<file path="config.mk">
export PLATFORM = sky130hd
export DESIGN_NAME = epfc_top
export DESIGN_NICKNAME = d
export VERILOG_FILES = /design/src/rtl/epfc_pkg.sv /design/src/rtl/epfc_sync.sv /design/src/rtl/epfc_top.sv
export VERILOG_INCLUDE_DIRS = /design/src /design/src/rtl
export SDC_FILE = /design/constraint.sdc
export NUM_CORES = 1
export LEC_CHECK = 0
export ABC_CLOCK_PERIOD_IN_PS = 1550
export BUFFER_PORTS_ARGS = -buffer_cell sky130_fd_sc_hd__buf_2
export CELL_PAD_IN_SITES_DETAIL_PLACEMENT = 0
export CELL_PAD_IN_SITES_GLOBAL_PLACEMENT = 2
export CORE_UTILIZATION = 29
export CTS_CLUSTER_SIZE = 16
export DETAILED_ROUTE_END_ITERATION = 16
export PLACE_DENSITY = 0.83
export SETUP_SLACK_MARGIN = 0.3
export SLEW_MARGIN = 20
export SYNTH_ARGS = -nofsm -noshare
export SYNTH_HDL_FRONTEND = slang
export SYNTH_SLANG_ARGS = --single-unit
</file>
<file path="constraint.sdc">
create_clock -name i_mclk -period 1.55 [get_ports i_mclk]
set_clock_uncertainty 0.05 [all_clocks]
set_input_delay 0.31 -clock i_mclk [delete_from_list [all_inputs] [get_ports i_mclk]]
set_output_delay 0.31 -clock i_mclk [all_outputs]
set_load 0.02 [all_outputs]
</file>
<file path="src/rtl/epfc_map.svh">
/*
 * Constants of the program fetch control block: machine cycle layout,
 * strobe skips, address limits and reset timing.
 * Assumes it is included by bare name from the top-level design file only.
 */
`ifndef EPFC_MAP_SVH
`define EPFC_MAP_SVH

// Oscillator period in ns and derived machine cycle length.
`define EPFC_OSC_PERIOD_NS     100
`define EPFC_PHASES_PER_STATE  2
`define EPFC_STATES_PER_CYCLE  6
`define EPFC_CLKS_PER_CYCLE    (`EPFC_PHASES_PER_STATE * `EPFC_STATES_PER_CYCLE)

// Highest code address held on chip.
`define EPFC_INT_CODE_TOP      16'h0FFF

// Machine cycles the reset pin must stand high before the internal reset.
`define EPFC_RESET_CYCLES      2'h2

// Program store strobe pulses dropped per external data access.
`define EPFC_STROBE_SKIPS      2'h2

`endif

</file>
<file path="src/rtl/epfc_pkg.sv">
/*
 * Types of the program fetch control block.
 * Assumes epfc_map.svh is on the include path.
 */
package epfc_pkg;

    // States of one machine cycle, each two oscillator phases long.
    typedef enum logic [2:0] {
        ST_S1,
        ST_S2,
        ST_S3,
        ST_S4,
        ST_S5,
        ST_S6
    } epfc_state_t;

endpackage

</file>
<file path="src/rtl/epfc_sync.sv">
/*
 * Two-flop synchroniser for a group of pin inputs.
 * Assumes the inputs are asynchronous levels; a pulse shorter than one
 * clock may be missed.
 */
`timescale 1ns/100ps

module epfc_sync #(
    parameter int WIDTH = 2
) (
    input  wire logic             i_mclk,     // Oscillator clock.
    input  wire logic             i_resetn,   // Asynchronous reset, active low.
    input  wire logic [WIDTH-1:0] i_async,    // Pin levels.
    output logic      [WIDTH-1:0] o_sync      // Levels after two flops.
);

    logic [WIDTH-1:0] meta_reg;
    logic [WIDTH-1:0] meta_next;
    logic [WIDTH-1:0] sync_next;

    initial begin
        if (WIDTH < 1) begin
            $error("epfc_sync: WIDTH must be at least 1");
        end
    end

    always_comb begin
        meta_next = i_async;
        sync_next = meta_reg;
    end

    always_ff @(posedge i_mclk or negedge i_resetn) begin
        if (!i_resetn) begin
            meta_reg <= '0;
            o_sync   <= '0;
        end else begin
            meta_reg <= meta_next;
            o_sync   <= sync_next;
        end
    end

endmodule

</file>
<file path="src/rtl/epfc_top.sv">
/*
 * Program fetch control: machine cycle timing, program store strobe,
 * address latch strobe, internal/external fetch select, reset pin
 * qualification and RAM write blocking on an idle exit by reset.
 * Assumes i_mclk is the oscillator, CPU-side inputs are on i_mclk, and
 * the select and reset pins are asynchronous.
 */
//
// Functional notes
// - Executing from external code memory, the program store strobe pulses twice per machine cycle.
// - Each external data access drops two consecutive program store strobe pulses.
// - Fetches from on-chip code memory leave the program store strobe inactive.
// - A low external access select pin sends every code fetch, from address 0000H up, outside.
// - With the select pin high, fetches stay internal unless the program counter is above 0FFFH.
// - Internal phases come from a toggle stage halving the oscillator, so its duty cycle is irrelevant.
// - After idle is ended by reset, execution may go on for up to two machine cycles before reset takes over.
// - In that interval writes to on-chip RAM are blocked while port accesses pass.
// - The address latch strobe runs at one sixth of the oscillator and drops one pulse per data access.
// - The reset pin must stand high for two machine cycles for a reset to complete.
`timescale 1ns/100ps
`include "epfc_map.svh"

module epfc_top (
    input  wire logic        i_mclk,                      // Oscillator, 10 MHz.
    input  wire logic        i_resetn,                    // Asynchronous reset, active low.
    input  wire logic        i_external_access_select_n,  // Select pin, low forces external fetch.
    input  wire logic        i_reset_pin,                 // Device reset pin, active high.
    input  wire logic [15:0] i_pc,                        // Program counter of the CPU.
    input  wire logic        i_data_access,               // Next machine cycle is an external data access.
    input  wire logic        i_idle,                      // CPU is in idle mode.
    input  wire logic        i_ram_we,                    // CPU write request to on-chip RAM.
    output logic             o_program_store_strobe_n,    // Program store read strobe, active low.
    output logic             o_addr_latch_strobe,         // Address latch strobe, active high.
    output logic             o_fetch_external,            // Code fetch goes to external memory.
    output logic             o_ram_we,                    // Gated on-chip RAM write.
    output logic             o_internal_reset,            // Internal reset sequence active.
    output logic             o_cycle_start                // One-clock pulse at each machine cycle start.
);

    ////////////////////////////////////////////////////////////////////////////
    // Pin synchronisation.

    logic [1:0] pins_sync;
    logic       sel_n_s;
    logic       rst_pin_s;

    epfc_sync #(
        .WIDTH (2)
    ) u_sync (
        .i_mclk   (i_mclk),
        .i_resetn (i_resetn),
        .i_async  ({i_reset_pin, i_external_access_select_n}),
        .o_sync   (pins_sync)
    );

    assign sel_n_s   = pins_sync[0];
    assign rst_pin_s = pins_sync[1];

    ////////////////////////////////////////////////////////////////////////////
    // Phase toggle and state sequencing.

    logic                 ph_reg;
    logic                 ph_next;
    epfc_pkg::epfc_state_t st_reg;
    epfc_pkg::epfc_state_t st_next;
    logic                 cyc_end;

    assign cyc_end = (st_reg == epfc_pkg::ST_S6) && ph_reg;

    always_comb begin
        ph_next = ~ph_reg;
        st_next = st_reg;
        if (ph_reg) begin
            unique case (st_reg)
                epfc_pkg::ST_S1: st_next = epfc_pkg::ST_S2;
                epfc_pkg::ST_S2: st_next = epfc_pkg::ST_S3;
                epfc_pkg::ST_S3: st_next = epfc_pkg::ST_S4;
                epfc_pkg::ST_S4: st_next = epfc_pkg::ST_S5;
                epfc_pkg::ST_S5: st_next = epfc_pkg::ST_S6;
                epfc_pkg::ST_S6: st_next = epfc_pkg::ST_S1;
                default:         st_next = epfc_pkg::ST_S1;
            endcase
        end
    end

    always_ff @(posedge i_mclk or negedge i_resetn) begin
        if (!i_resetn) begin
            ph_reg <= 1'b0;
            st_reg <= epfc_pkg::ST_S1;
        end else begin
            ph_reg <= ph_next;
            st_reg <= st_next;
        end
    end

    ////////////////////////////////////////////////////////////////////////////
    // Fetch select, data access cycle, reset qualification, idle exit.

    logic       ext_reg;
    logic       ext_next;
    logic       dx_reg;
    logic       dx_next;
    logic [1:0] rcnt_reg;
    logic [1:0] rcnt_next;
    logic       irst_next;
    logic       irst_reg;
    logic       idle_rst_reg;
    logic       idle_rst_next;

    always_comb begin
        ext_next      = ~sel_n_s | (i_pc > `EPFC_INT_CODE_TOP);
        dx_next       = cyc_end ? i_data_access : dx_reg;
        rcnt_next     = rcnt_reg;
        if (!rst_pin_s) begin
            rcnt_next = 2'h0;
        end else if (cyc_end && rcnt_reg != `EPFC_RESET_CYCLES) begin
            rcnt_next = rcnt_reg + 2'h1;
        end
        irst_next     = rst_pin_s && (rcnt_reg == `EPFC_RESET_CYCLES);
        idle_rst_next = idle_rst_reg;
        if (irst_reg) begin
            idle_rst_next = 1'b0;
        end else if (i_idle && rst_pin_s) begin
            idle_rst_next = 1'b1;
        end
    end

    always_ff @(posedge i_mclk or negedge i_resetn) begin
        if (!i_resetn) begin
            ext_reg      <= 1'b0;
            dx_reg       <= 1'b0;
            rcnt_reg     <= 2'h0;
            irst_reg     <= 1'b0;
            idle_rst_reg <= 1'b0;
        end else begin
            ext_reg      <= ext_next;
            dx_reg       <= dx_next;
            rcnt_reg     <= rcnt_next;
            irst_reg     <= irst_next;
            idle_rst_reg <= idle_rst_next;
        end
    end

    ////////////////////////////////////////////////////////////////////////////
    // Output strobes.

    logic strobe_next;
    logic ale_next;
    logic ramwe_next;
    logic start_next;
    logic quiet;

    // Idle holds both strobes high; internal reset holds both inactive.
    assign quiet = irst_reg | i_idle;

    always_comb begin
        strobe_next = 1'b1;
        ale_next   = 1'b0;
        if (i_idle && !irst_reg) begin
            ale_next = 1'b1;
        end else if (!quiet) begin
            if (ext_reg && (st_reg == epfc_pkg::ST_S3 || st_reg == epfc_pkg::ST_S6)) begin
                strobe_next = dx_reg;
            end
            if (st_reg == epfc_pkg::ST_S5 || (st_reg == epfc_pkg::ST_S2 && !dx_reg)) begin
                ale_next = 1'b1;
            end
        end
        ramwe_next = i_ram_we & ~idle_rst_reg & ~irst_reg;
        start_next = cyc_end;
    end

    always_ff @(posedge i_mclk or negedge i_resetn) begin
        if (!i_resetn) begin
            o_program_store_strobe_n <= 1'b1;
            o_addr_latch_strobe      <= 1'b0;
            o_fetch_external         <= 1'b0;
            o_ram_we                 <= 1'b0;
            o_internal_reset         <= 1'b0;
            o_cycle_start            <= 1'b0;
        end else begin
            o_program_store_strobe_n <= strobe_next;
            o_addr_latch_strobe      <= ale_next;
            o_fetch_external         <= ext_reg;
            o_ram_we                 <= ramwe_next;
            o_internal_reset         <= irst_reg;
            o_cycle_start            <= start_next;
        end
    end
endmodule
</file>
==> metrics.txt <==
commonest cells in the synthesized netlist 19 x dfrtp_1, 4 x nor2_1, 4 x o21ai_0; Die W 53.4 microns; drt pass-1 iters 3; Worst Path Buf+Inv 1; post-layout util 38.4%; total negative slack 0 ns; Die H 53.4 microns; RSZ-0062 raised after global routing yes; GR peak layer met2; Starting Density 30.9%; design area 952 sq um; share of cells above drive strength 1 39.5%; max FFs per register 3; Worst EP required 1.19 ns; Cell Chain, Critical Path buf_6; average wire per standard cell 10.5 microns; crit path DAT 0.93 ns; Final Critical Period 1.29 ns; syn nets 82; number of synthesized flops with an enable pin 0; Gate Count Post-Synth 58; CTS Sinks 20; Ports 29; Synth Warn # 0; vias in the first global route 446; core area 0.00248 sq mm; diodes inserted 0; Hold Vio Cnt, Final 0; drt drc 0; GRT Residual Overflow 0; Rows 18; crit path from o_program_store_strobe_n; Port Buf Inserts 16; part of the power in registers 65.5%; worst vdd ir 0.537 mV; largest net degree at the start of global routing 21; die area 0.00285 sq mm; P&R area growth vs syn 24.3%; dominant cells by area after synthesis dfrtp_1 62%, dfstp_2 3.4%, nand4b_4 3.1%; syn avg cell area 13.2 sq um; CTS max path bufs 2; Int Power 649 uW; register clock-pin slew on the reported worst setup and hold paths 0.10 ns; crit-path leading delay family flip-flops; routability cong. 0.626; Slew Limit Headroom 70.5%; switching power 170 uW; total number of vias 497; worst reg2reg startpoint rcnt_reg[0]; Combinational Power Share 4.5%; Slew Limit Fails 0; nets 106; Cell Area, Synth 766 sq um; CP startpoint kind flip-flop; Hold WC Path Type input port to flip-flop; global-route wire length before repair 1900 microns; Post-Layout Cell Count 111; routed vias/inst 4.48; crit path capture type primary output; fillers 253; count leader, synth dfrtp_1; worst-skew pair later-pin latency 0.29 ns; Max Cap Viol 0; Largest stage delay, worst path 0.54 ns; fraction of registers with async set/reset 100%; CP Class flip-flop to primary output; Placed Cells 102; Crit-path slowest cell dfstp_2; TritonCTS buffer count 3; Detailed Route Iter0 Violations 2; Clock Power Share 30.0%; GRT Total Usage 10.0%; area share of the largest cell type after synthesis 62.1%; multi-input logic area 239 sq um; GR Layer Usage met2 14.6%; critical path peak fanout 1; sequential area share after synthesis 65.5%; top cell type by total area after synthesis dfrtp_1; min-delay src i_external_access_select_n; grt met1 use 11.4%; CTS tree yes; power density cells 860 mW/mm^2; root buf cell clkbuf_4; initial antenna violation count 0; Routed Antenna Nets 0; Yosys cell types 26; Fmax achieved 0.774 GHz; CTS HTree Levels 1; final worst path period share 83.4%; dpl hpwl 762 microns; GRT met3 Usage 6.61%; Pleak 0.000437 uW; Final setup violation count 0; outcome finished clean; Placement Cell Area 865 sq um; Worst-Margin Slew 0.442 ns; Net Sw Frac 20.8%; top_reg_cell synth dfrtp_1; Yosys reg bits 20; routed wire length 1170 microns; Reg area 504 sq um
routing by layer:
| layer | up-vias | part of all wire [%] | routed length (microns) |
|---|---|---|---|
| met5 | - | 0 | 0 |
| met4 | 0 | 1.2 | 14 |
| met3 | 2 | 9.5 | 111 |
| met2 | 21 | 44 | 514 |
| met1 | 228 | 45 | 528 |
| li1 | 246 | - | - |
worst paths after layout:
kind / endpoint / slack (ns) / cells after the start
worst max-delay path: o_program_store_strobe_n / 0.26 / 1
worst min-delay path: u_sync.meta_reg[0] / 0.06 / 1
worst max register to register: rcnt_reg[1] / 0.28 / 4
worst min register to register: u_sync.o_sync[1] / 0.31 / 0
max in group asynchronous: o_program_store_strobe_n / 0.68 / 2
min in group asynchronous: ph_reg / 0.43 / 2
cells in the final DEF, fill, tap and decap left out, types with 2 or more instances in the layout:
master    instances
dfrtp_2           2
inv_1             2
nor3b_1           2
dfrtp_1          17
nand2_1           3
a21boi_1          2
buf_2            15
or3_1             2
buf_4             5
clkbuf_4          3
nor2_1            4
o21ai_0           4
stage by stage:
| step | hold slack, ns | setup slack (ns) | power, uW |
|---|---|---|---|
| CTS | 0.0496 | 0.243 | 835 |
| finish | 0.0616 | 0.258 | 819 |
| global route | 0.0324 | 0.217 | 867 |
| floorplan | -0.0356 | 0.335 | 555 |
| global placement | 0.226 | 0.262 | 581 |
| detailed placement | 0.227 | 0.260 | 581 |
kinds of logic after synthesis:
kind of cell | Yosys count | share of synthesized area (%)
muxes | 2 | 2.78
buffers and inverters | 6 | 4.90
DFF | 20 | 65.5
and+or+nand+nor | 16 | 13.7
AOI/OAI and AO/OA | 13 | 11.4
adders and majority gates | 1 | 1.63
power groups by stage:
stage                     registers [uW]  clock network (uW)  logic, uW
after global placement               546                   0       34.6
after global routing                 538                 287       42.3
final                                537                 246       36.7
after floorplan                      548                   0       7.35
after detailed placement             546                   0       34.9
after CTS                            537                 260       37.9
worst reg2reg max path: stages (launching register included):
cell and delay (ns):
dfrtp_1 0.42, inv_2 0.07, ha_4 0.18, or3_1 0.36, a21boi_1 0.12
what timing repair did:
item                                    in CTS  in global routing
endpoints found under the hold margin       19                  0
buffers inserted                             0                  4
pin swaps                                    3                  1
hold buffers                                 1                  0
gates resized for setup                      7                  0
endpoints found under the setup margin       3                  3
layout make-up:
class	instances	share of cell area (%)
Clock buffer	4	2.76
Inverter	3	1.18
Multi-Input combinational cell	32	25.1
Sequential cell	20	53.0
Tap cell	30	3.94
Timing Repair Buffer	22	14.1
(Power assumes the default switching activity.)
